==> src/include/safety_switch_pkg.sv <==
// Constants, commands and state types for the safety switch output logic
// Operation
// - When ready, each safety output follows its input while actuator is detected.
// - No actuator detected drives both safety outputs low whatever the inputs.
// - Without diagnostics, status output shows actuator presence, ignoring safety inputs.
// - One input falling while the other stays high flags unequal inputs, LED flashes.
// - Fallen input returning high, other still high, flags error and locks partial operation.
// - Lock clears, normal rising accepted, only after both inputs were low together or the unit left ready.
// - Attached diagnostic module enables diagnostic input; otherwise that input is ignored.
// - Attached diagnostic module turns status output into diagnostic data output.
// - Diagnostics restart automatically after every power-up; serial number reveals replacement.
// - Device answers status, teach-in count, serial number and name refresh requests.
// - Low safety outputs represent the safe state.
package safety_switch_pkg;

    // ----------------------------------------------------------------
    // Timing
    // ----------------------------------------------------------------
    localparam int CLK_PERIOD_NS  = 20;
    localparam int BIT_TIME_NS    = 20000;       // Diagnostic bit time
    localparam int BIT_CYCLES     = (BIT_TIME_NS + CLK_PERIOD_NS - 1) / CLK_PERIOD_NS;
    localparam int HALF_BIT       = BIT_CYCLES / 2;
    localparam int FLASH_HALF_NS  = 250000000;   // LED flash half period
    localparam int FLASH_CYCLES   = FLASH_HALF_NS / CLK_PERIOD_NS;

    // ----------------------------------------------------------------
    // Diagnostic frames
    // ----------------------------------------------------------------
    localparam int CMD_W          = 8;
    localparam int REPLY_W        = 16;
    localparam int TX_BITS        = REPLY_W + 2; // Start, data, stop
    localparam logic [7:0]  CMD_STATUS    = 8'h01;
    localparam logic [7:0]  CMD_TEACH     = 8'h02;
    localparam logic [7:0]  CMD_SERIAL_LO = 8'h03;
    localparam logic [7:0]  CMD_SERIAL_HI = 8'h04;
    localparam logic [7:0]  CMD_REFRESH   = 8'h05;
    localparam logic [15:0] REPLY_ACK     = 16'h0001;
    localparam logic [15:0] REPLY_BAD     = 16'hffff;

    // ----------------------------------------------------------------
    // State types
    // ----------------------------------------------------------------
    typedef enum logic [1:0] {RX_IDLE, RX_START, RX_DATA, RX_STOP} rx_state_e;
    typedef enum logic [1:0] {PL_OK, PL_UNEQ1, PL_UNEQ2, PL_LOCK} plaus_state_e;

endpackage : safety_switch_pkg

==> src/include/plaus_if.sv <==
// Interface between the output logic and the input plausibility monitor
`timescale 1ns/1ps
interface plaus_if;
    logic ch1;
    logic ch2;
    logic enable;
    logic unequal;
    logic lock;
    modport monitor (input ch1, input ch2, input enable, output unequal, output lock);
    modport user    (output ch1, output ch2, output enable, input unequal, input lock);
endinterface : plaus_if

==> src/logic/input_plausibility.sv <==
// Plausibility monitor of the two safety inputs with partial-operation lock
`timescale 1ns/1ps
module input_plausibility
    import safety_switch_pkg::*;
(
    input  wire logic i_mclk,
    input  wire logic i_rst_n,
    plaus_if.monitor  bus
);

    typedef struct packed {
        plaus_state_e st;
        logic         prev1;
        logic         prev2;
    } mon_s;

    mon_s s_q;
    mon_s s_d;

    // ----------------------------------------------------------------
    // Next state
    // ----------------------------------------------------------------
    always_comb
    begin
        s_d       = s_q;
        s_d.prev1 = bus.ch1;
        s_d.prev2 = bus.ch2;
        if (!bus.enable)
        begin
            s_d.st = PL_OK;
        end
        else
        begin
            case (s_q.st)
                PL_OK:
                begin
                    if (s_q.prev1 && s_q.prev2 && !bus.ch1 && bus.ch2)
                        s_d.st = PL_UNEQ1;
                    else if (s_q.prev1 && s_q.prev2 && bus.ch1 && !bus.ch2)
                        s_d.st = PL_UNEQ2;
                end
                PL_UNEQ1:
                begin
                    if (!bus.ch2)
                        s_d.st = bus.ch1 ? PL_UNEQ2 : PL_OK;
                    else if (bus.ch1)
                        s_d.st = PL_LOCK;
                end
                PL_UNEQ2:
                begin
                    if (!bus.ch1)
                        s_d.st = bus.ch2 ? PL_UNEQ1 : PL_OK;
                    else if (bus.ch2)
                        s_d.st = PL_LOCK;
                end
                PL_LOCK:
                begin
                    if (!bus.ch1 && !bus.ch2)
                        s_d.st = PL_OK;
                end
                default:
                begin
                    s_d.st = PL_OK;
                end
            endcase
        end
    end

    // State register
    always_ff @(posedge i_mclk or negedge i_rst_n)
    begin
        if (!i_rst_n)
            s_q <= '0;
        else
            s_q <= s_d;
    end

    // Flags from the state register
    assign bus.unequal = (s_q.st == PL_UNEQ1) || (s_q.st == PL_UNEQ2);
    assign bus.lock    = (s_q.st == PL_LOCK);

    // ----------------------------------------------------------------
    // Checks
    // ----------------------------------------------------------------
    property p_unequal_flag;
        @(posedge i_mclk) disable iff (!i_rst_n)
        (bus.enable && s_q.st == PL_OK && s_q.prev1 && s_q.prev2 && !bus.ch1 && bus.ch2)
            |=> bus.unequal;
    endproperty
    a_unequal_flag: assert property (p_unequal_flag)
        else $error("unequal inputs not flagged");

    property p_lock_set;
        @(posedge i_mclk) disable iff (!i_rst_n)
        (bus.enable && bus.unequal && bus.ch1 && bus.ch2) |=> bus.lock;
    endproperty
    a_lock_set: assert property (p_lock_set)
        else $error("partial-operation lock not entered");

    property p_lock_hold;
        @(posedge i_mclk) disable iff (!i_rst_n)
        (bus.enable && bus.lock && (bus.ch1 || bus.ch2)) |=> bus.lock;
    endproperty
    a_lock_hold: assert property (p_lock_hold)
        else $error("lock released before both inputs were low");

    property p_lock_clear;
        @(posedge i_mclk) disable iff (!i_rst_n)
        (bus.lock && !bus.ch1 && !bus.ch2) |=> !bus.lock;
    endproperty
    a_lock_clear: assert property (p_lock_clear)
        else $error("lock not cleared after both inputs low");

endmodule : input_plausibility

==> src/logic/safety_switch_output_logic.sv <==
// Output decision logic, input indicator and diagnostic responder of the safety switch
`timescale 1ns/1ps
module safety_switch_output_logic
    import safety_switch_pkg::*;
#(
    parameter int FLASH_HALF_CYCLES = FLASH_CYCLES
)
(
    input  wire logic        i_mclk,
    input  wire logic        i_rst_n,
    input  wire logic        i_ready,
    input  wire logic        i_actuator_detected,
    input  wire logic        i_safety_in_ch1,
    input  wire logic        i_safety_in_ch2,
    input  wire logic        i_diag_attached,
    input  wire logic        i_diag_in,
    input  wire logic [7:0]  i_teach_remaining,
    input  wire logic [31:0] i_serial_number,
    output logic             o_safety_out_ch1,
    output logic             o_safety_out_ch2,
    output logic             o_status_diag_out,
    output logic             o_input_led,
    output logic             o_partial_lock,
    output logic             o_name_refresh
);
    import safety_switch_pkg::*;

    localparam int FW = $clog2(FLASH_HALF_CYCLES + 1);
    localparam int BW = $clog2(BIT_CYCLES + 1);

    typedef struct packed {
        logic                 out1;
        logic                 out2;
        logic                 status;
        logic                 led;
        logic                 blink;
        logic [FW-1:0]        flash_cnt;
        rx_state_e            rx_st;
        logic [BW-1:0]        rx_cnt;
        logic [3:0]           rx_bits;
        logic [CMD_W-1:0]     rx_shift;
        logic                 tx_busy;
        logic [BW-1:0]        tx_cnt;
        logic [4:0]           tx_bits;
        logic [TX_BITS-1:0]   tx_shift;
        logic                 refresh;
    } state_s;

    state_s s_q;
    state_s s_d;

    // ----------------------------------------------------------------
    // Plausibility monitor
    // ----------------------------------------------------------------
    plaus_if u_pl ();

    // Monitor runs only while the unit is ready
    assign u_pl.ch1    = i_safety_in_ch1;
    assign u_pl.ch2    = i_safety_in_ch2;
    assign u_pl.enable = i_ready;

    input_plausibility u_mon (
        .i_mclk  (i_mclk),
        .i_rst_n (i_rst_n),
        .bus     (u_pl.monitor)
    );

    // ----------------------------------------------------------------
    // Reply lookup
    // ----------------------------------------------------------------
    function automatic logic [REPLY_W-1:0] reply_for(
        input logic [CMD_W-1:0] cmd,
        input logic [7:0]       stat,
        input logic [7:0]       teach,
        input logic [31:0]      serial
    );
        logic [REPLY_W-1:0] r;
        r = REPLY_BAD;
        case (cmd)
            CMD_STATUS:    r = {8'h00, stat};
            CMD_TEACH:     r = {8'h00, teach};
            CMD_SERIAL_LO: r = serial[15:0];
            CMD_SERIAL_HI: r = serial[31:16];
            CMD_REFRESH:   r = REPLY_ACK;
            default:       r = REPLY_BAD;
        endcase
        return r;
    endfunction : reply_for

    logic [7:0] status_word;

    // Live status word reported on request
    assign status_word = {i_ready, u_pl.lock, u_pl.unequal, s_q.out2, s_q.out1,
                          i_safety_in_ch2, i_safety_in_ch1, i_actuator_detected};

    // ----------------------------------------------------------------
    // Next state
    // ----------------------------------------------------------------
    always_comb
    begin
        logic pass;
        logic rx_done;
        pass    = 1'b0;
        rx_done = 1'b0;
        s_d     = s_q;
        s_d.refresh = 1'b0;

        // Safety outputs: low is safe, inputs passed only with actuator
        pass     = i_ready && i_actuator_detected && !u_pl.lock;
        s_d.out1 = pass && i_safety_in_ch1;
        s_d.out2 = pass && i_safety_in_ch2;

        // Flash timebase for the input indicator
        if (s_q.flash_cnt >= FW'(FLASH_HALF_CYCLES - 1))
        begin
            s_d.flash_cnt = '0;
            s_d.blink     = !s_q.blink;
        end
        else
        begin
            s_d.flash_cnt = s_q.flash_cnt + 1'b1;
        end

        // Input indicator: steady with both high, flashing on fault
        if (!i_ready)
            s_d.led = 1'b0;
        else if (u_pl.unequal || u_pl.lock)
            s_d.led = s_q.blink;
        else
            s_d.led = i_safety_in_ch1 && i_safety_in_ch2;

        // Diagnostic receiver, idle unless a module is attached
        if (!i_diag_attached || !i_ready)
        begin
            s_d.rx_st = RX_IDLE;
            s_d.rx_cnt = '0;
        end
        else
        begin
            case (s_q.rx_st)
                RX_IDLE:
                begin
                    s_d.rx_cnt = '0;
                    if (!i_diag_in)
                        s_d.rx_st = RX_START;
                end
                RX_START:
                begin
                    s_d.rx_cnt = s_q.rx_cnt + 1'b1;
                    if (s_q.rx_cnt == BW'(HALF_BIT - 1))
                    begin
                        s_d.rx_cnt  = '0;
                        s_d.rx_bits = '0;
                        s_d.rx_st   = i_diag_in ? RX_IDLE : RX_DATA;
                    end
                end
                RX_DATA:
                begin
                    s_d.rx_cnt = s_q.rx_cnt + 1'b1;
                    if (s_q.rx_cnt == BW'(BIT_CYCLES - 1))
                    begin
                        s_d.rx_cnt   = '0;
                        s_d.rx_shift = {i_diag_in, s_q.rx_shift[CMD_W-1:1]};
                        s_d.rx_bits  = s_q.rx_bits + 1'b1;
                        if (s_q.rx_bits == 4'h7)
                            s_d.rx_st = RX_STOP;
                    end
                end
                RX_STOP:
                begin
                    s_d.rx_cnt = s_q.rx_cnt + 1'b1;
                    if (s_q.rx_cnt == BW'(BIT_CYCLES - 1))
                    begin
                        s_d.rx_st = RX_IDLE;
                        rx_done   = i_diag_in;
                    end
                end
                default:
                begin
                    s_d.rx_st = RX_IDLE;
                end
            endcase
        end

        // Diagnostic transmitter, least significant bit first
        if (s_q.tx_busy)
        begin
            s_d.tx_cnt = s_q.tx_cnt + 1'b1;
            if (s_q.tx_cnt == BW'(BIT_CYCLES - 1))
            begin
                s_d.tx_cnt   = '0;
                s_d.tx_shift = {1'b1, s_q.tx_shift[TX_BITS-1:1]};
                s_d.tx_bits  = s_q.tx_bits + 1'b1;
                if (s_q.tx_bits == 5'(TX_BITS - 1))
                    s_d.tx_busy = 1'b0;
            end
        end
        else if (rx_done)
        begin
            s_d.tx_busy  = 1'b1;
            s_d.tx_cnt   = '0;
            s_d.tx_bits  = '0;
            s_d.tx_shift = {1'b1, reply_for(s_q.rx_shift, status_word,
                                            i_teach_remaining, i_serial_number), 1'b0};
            s_d.refresh  = (s_q.rx_shift == CMD_REFRESH);
        end
        if (!i_diag_attached || !i_ready)
        begin
            s_d.tx_busy  = 1'b0;
            s_d.tx_shift = '1;
        end

        // Status pin: actuator state, or diagnostic line when attached
        if (!i_ready)
            s_d.status = 1'b0;
        else if (i_diag_attached)
            s_d.status = s_d.tx_busy ? s_d.tx_shift[0] : 1'b1;
        else
            s_d.status = i_actuator_detected;
    end

    // State register; every power-up starts the diagnostic link from idle
    always_ff @(posedge i_mclk or negedge i_rst_n)
    begin
        if (!i_rst_n)
            s_q <= '0;
        else
            s_q <= s_d;
    end

    // Outputs straight from the state register; partial lock straight from the monitor's lock flag
    assign o_safety_out_ch1  = s_q.out1;
    assign o_safety_out_ch2  = s_q.out2;
    assign o_status_diag_out = s_q.status;
    assign o_input_led       = s_q.led;
    assign o_partial_lock    = u_pl.lock;
    assign o_name_refresh    = s_q.refresh;

    // ----------------------------------------------------------------
    // Checks
    // ----------------------------------------------------------------
    property p_follow;
        @(posedge i_mclk) disable iff (!i_rst_n)
        (i_ready && i_actuator_detected && !u_pl.lock)
            |=> (o_safety_out_ch1 == $past(i_safety_in_ch1))
             && (o_safety_out_ch2 == $past(i_safety_in_ch2));
    endproperty
    a_follow: assert property (p_follow)
        else $error("safety outputs do not follow inputs");

    property p_no_actuator;
        @(posedge i_mclk) disable iff (!i_rst_n)
        !i_actuator_detected |=> !o_safety_out_ch1 && !o_safety_out_ch2;
    endproperty
    a_no_actuator: assert property (p_no_actuator)
        else $error("safety output high without actuator");

    property p_status_plain;
        @(posedge i_mclk) disable iff (!i_rst_n)
        (i_ready && !i_diag_attached) |=> o_status_diag_out == $past(i_actuator_detected);
    endproperty
    a_status_plain: assert property (p_status_plain)
        else $error("status output does not show actuator");

    property p_diag_ignored;
        @(posedge i_mclk) disable iff (!i_rst_n)
        !i_diag_attached |=> s_q.rx_st == RX_IDLE && !s_q.tx_busy;
    endproperty
    a_diag_ignored: assert property (p_diag_ignored)
        else $error("diagnostic input used without module");

    property p_diag_line;
        @(posedge i_mclk) disable iff (!i_rst_n)
        (i_ready && i_diag_attached && s_q.tx_busy && s_q.tx_cnt == '0)
            |-> o_status_diag_out == s_q.tx_shift[0];
    endproperty
    a_diag_line: assert property (p_diag_line)
        else $error("diagnostic output does not carry frame bit");

    property p_reply_start;
        @(posedge i_mclk) disable iff (!i_rst_n)
        (i_ready && i_diag_attached && !s_q.tx_busy && s_q.rx_st == RX_STOP
         && s_q.rx_cnt == BW'(BIT_CYCLES - 1) && i_diag_in)
            ##1 (i_ready && i_diag_attached) |-> s_q.tx_busy && !o_status_diag_out;
    endproperty
    a_reply_start: assert property (p_reply_start)
        else $error("request not answered with start bit");

    property p_not_ready;
        @(posedge i_mclk) disable iff (!i_rst_n)
        !i_ready |=> !o_safety_out_ch1 && !o_safety_out_ch2 && !o_partial_lock;
    endproperty
    a_not_ready: assert property (p_not_ready)
        else $error("outputs active before readiness");

    property p_lock_safe;
        @(posedge i_mclk) disable iff (!i_rst_n)
        o_partial_lock |=> !o_safety_out_ch1 && !o_safety_out_ch2;
    endproperty
    a_lock_safe: assert property (p_lock_safe)
        else $error("safety output high under lock");

endmodule : safety_switch_output_logic

==> config.mk <==
export PLATFORM = sky130hd
export DESIGN_NAME = safety_switch_output_logic
export DESIGN_NICKNAME = d
export VERILOG_FILES = /design/src/include/safety_switch_pkg.sv /design/src/include/plaus_if.sv /design/src/logic/input_plausibility.sv /design/src/logic/safety_switch_output_logic.sv
export SDC_FILE = /design/constraint.sdc
export NUM_CORES = 1
export LEC_CHECK = 0
export BUFFER_PORTS_ARGS = -buffer_cell sky130_fd_sc_hd__clkbuf_2
export CORE_ASPECT_RATIO = 0.5
export CORE_MARGIN = 3
export CORE_UTILIZATION = 53
export DETAILED_ROUTE_END_ITERATION = 8
export MAX_ROUTING_LAYER = met4
export PLACE_DENSITY = 0.76
export SYNTH_ARGS = -nofsm -noshare
export SYNTH_HDL_FRONTEND = slang
export SYNTH_SLANG_ARGS = --single-unit
==> constraint.sdc <==
create_clock -name i_mclk -period 1.9 [get_ports i_mclk]
set_input_delay 0.19 -clock i_mclk [delete_from_list [all_inputs] [get_ports i_mclk]]
set_output_delay 0.19 -clock i_mclk [all_outputs]
set_load 0.01 [all_outputs]
==> reports/results.txt <==
Status: finished, final reports clean
Cell at the root of the clock tree: clkbuf_16
Pin count of the biggest net entering global routing: 44
Async S/R FF share, synth: 100%
CTS clk-pin slew, worst paths: 70 ps
Final min period: 1860 ps
Max Root-Sink Buffers: 2
Final #Nets: 703
Setup ws final: 35.5 ps
Area of the multi-input gates: 2620 um^2
Dpl hpwl: 7950 um
Syn Inst Count: 558
Slowest CP cell: dfrtp_1
Cell Rows: 24
Remaining antenna violation count after routing: 0
Hold slack: 59.0 ps
Setup-failing EPs final: 0
Via count: 4404
Post-synth EDFFs: 0
Final slew viol count: 0
First-pass GRT wire length: 18600 um
H-tree depth: 3
Fin. Hold Viols: 0
Synth unique cells: 64
CP max stage delay: 390 ps
Max FO, Critical Path: 4
M1 WL: 5470 um
Max Freq: 536 MHz
CP arrival: 2140 ps
Worst Max-Slew Pin Slew: 511 ps
Avg WL per Cell: 14.4 um
Metal3 WL: 382 um
CP Launch Type: flop
Sequential area share after synthesis: 44.8%
CP Class: reg2reg
Fin area: 6160 um^2
Die area: 11000 um^2
Hold crit path type: in2reg
IO buf count: 53
Period utilization: 98.1%
Synthesis-stage register bit count: 92
CTS tree: done
# Max-Cap Violations: 0
DP Area: 5810 um^2
Worst-Skew Late Latency: 350 ps
Num ports: 54
Place WS: -43.7 ps
Drt pass-1 iters: 5
Most used DFF post-synth: dfrtp_1
Met2 WL post-DR: 5210 um
Die Y: 75.6 um
Net Count, Synth: 617
Synthesis-to-layout area growth: 19.9%
Crit path capture type: flop
Final-layout fill cell count: 749
Critical path buffer and inverter count: 1
Sequential cell area: 2300 um^2
RePlAce Congestion: 0.854
Critical path, cell by cell: buf_4, ha_1, a2111oi_2, a311oi_2, or3_1, a21boi_1
Mapped Area: 5140 um^2
Leakage: 2.92 nW
Unrepaired setup endpoints after global routing: yes
# clock sinks: 92
Pwr/cell area: 698 nW/um^2
Rel. slew slack: 65.9%
Cts bufs inserted: 9
WL final: 11200 um
Global Route Usage Sum: 21.4%
DR top layer: met4
Vias/cell: 5.65
Setup TNS: 0 ps
Initial drt markers: 311
Initial antenna violation count: 0
CP required: 2180 ps
Number of global-route vias before repair: 3916
Peak supply drop: 450 uV
Share of layout cells above drive strength 1: 22.2%
Initial core utilization: 56.6%
Synth warn: 0
GRT overflow: 0
Antenna diodes: 0
Core ar.: 9070 um^2
Power, Total: 4.30 mW
Max Clock Skew: 9.84 ps
CP top delay family: compound AO/OA/AOI/OAI gates
Width of the die: 145 um
# DRC: 0
Syn avg cell area: 9.20 um^2
-- power breakdown --
part | leakage (nW) | internal [mW] | total [mW] | switching, mW
registers | 1.08 | 1.99 | 2.01 | 0.0210
logic | 1.71 | 0.260 | 0.560 | 0.300
clock network | 0.136 | 0.934 | 1.73 | 0.795
total | 2.92 | 3.18 | 4.30 | 1.12
-- cell usage after synthesis (all sizes together), types with 6 or more instances --
| library cell | instances | share of area (%) |
|---|---|---|
| dfrtp | 92 | 45 |
| inv | 28 | 2.0 |
| nand2 | 56 | 4.1 |
| nor2b | 6 | 0.73 |
| a21o | 8 | 1.2 |
| a222oi | 8 | 1.6 |
| nor4 | 7 | 1.1 |
| a221o | 8 | 1.6 |
| o21ai | 32 | 3.1 |
| nand3 | 31 | 3.0 |
| ha | 11 | 2.7 |
| buf | 14 | 1.7 |
| nand2b | 10 | 1.2 |
| clkbuf | 15 | 1.1 |
| mux2 | 8 | 2.2 |
| a21oi | 23 | 2.2 |
| mux2i | 7 | 1.4 |
| xor2 | 14 | 2.4 |
| nand3b | 8 | 1.2 |
| xnor2 | 16 | 2.7 |
| a31oi | 9 | 1.1 |
| nor3 | 11 | 1.3 |
| nor2 | 66 | 4.8 |
| and3 | 13 | 1.6 |
| nand4 | 12 | 1.5 |
-- stage by stage --
stage | util (%) | std cells
6_report | 67.9 | 779
5_1_grt | 67.9 | 779
4_1_cts | 67.4 | 777
3_5_place_dp | 64.0 | 760
3_3_place_gp | 64.0 | 760
2_1_floorplan | - | 558
-- layer usage --
metal | track usage [%] | vias to the layer above
li1 | - | 2159
met4 | 6.83 | 0
met3 | 4.87 | 17
met1 | 28.5 | 2161
met5 | - | -
met2 | 33.5 | 67
-- worst register-to-register path, stage by stage, from the launching register on --
cell       delay [ps]
dfrtp_1           390
buf_4             150
ha_1              230
a2111oi_2         380
a311oi_2          120
or3_1             390
a21boi_1          140
-- area by class of cell --
class                      count  share of cell area [%]
timing repair buffer         104                    11.1
clock buffer                  10                    3.88
multi-input combinational    409                    42.6
inverter                      28                    1.71
tap                          130                    2.64
clock inverter                 6                   0.752
sequential                    92                    37.4
-- layout by cell type (no fill, tap or decap), types with 3 or more instances in the layout --
cell type and instances:
nand3b_1 8, nor3b_1 3, o211ai_1 3, nand2_1 56, nor2_1 66, mux2i_1 7, xor2_1 14, a41oi_1 3
nor3_1 9, o21ai_0 32, and4_1 3, nand3_1 31, and3_1 12, xnor2_1 16, ha_1 11, a21oi_1 23
clkbuf_16 9, mux2_4 6, inv_1 28, nor4_1 5, a31oi_1 9, nand2b_1 10, a21o_1 8, o31ai_1 3
a221o_1 8, a222oi_1 8, inv_6 3, nor2b_1 6, dfrtp_1 92, nand4_1 12, buf_4 48, clkbuf_2 52
-- registers in the layout, indices dropped and copies added, names as in the netlist --
name,flops
o_input_led,1
o_name_refresh,1
u_mon.s_q,4
s_q,83
o_status_diag_out,1
o_safety_out_ch1,1
o_safety_out_ch2,1
-- cell families after synthesis --
family / synth area share [%]
simple gates: 23.5
compound gates: 15.5
fa+ha+maj: 2.68
flops: 44.8
xor+xnor: 5.12
buf+inv: 4.87
mux: 3.56
-- worst paths after layout --
kind,cells after the start,startpoint,to,slack [ps]
worst max-delay path,6,u_mon.s_q[3],u_mon.s_q[3],40
max in group asynchronous,3,i_rst_n,s_q[27],970
min in group asynchronous,2,i_rst_n,s_q[69],320
worst max register to register,6,u_mon.s_q[3],u_mon.s_q[3],40
worst min register to register,2,s_q[16],s_q[16],480
worst min-delay path,1,i_safety_in_ch1,u_mon.s_q[1],60
-- timing repair --
item                                    CTS  global route
setup buffers                             0             2
endpoints found under the hold margin    29             0
cloned                                    0             0
pin swaps                                 1             1
endpoints found under the setup margin    4            18
resized for setup                         2             7
hold buffers                              1             0
No activity file was read; power rests on OpenSTA's default activity.
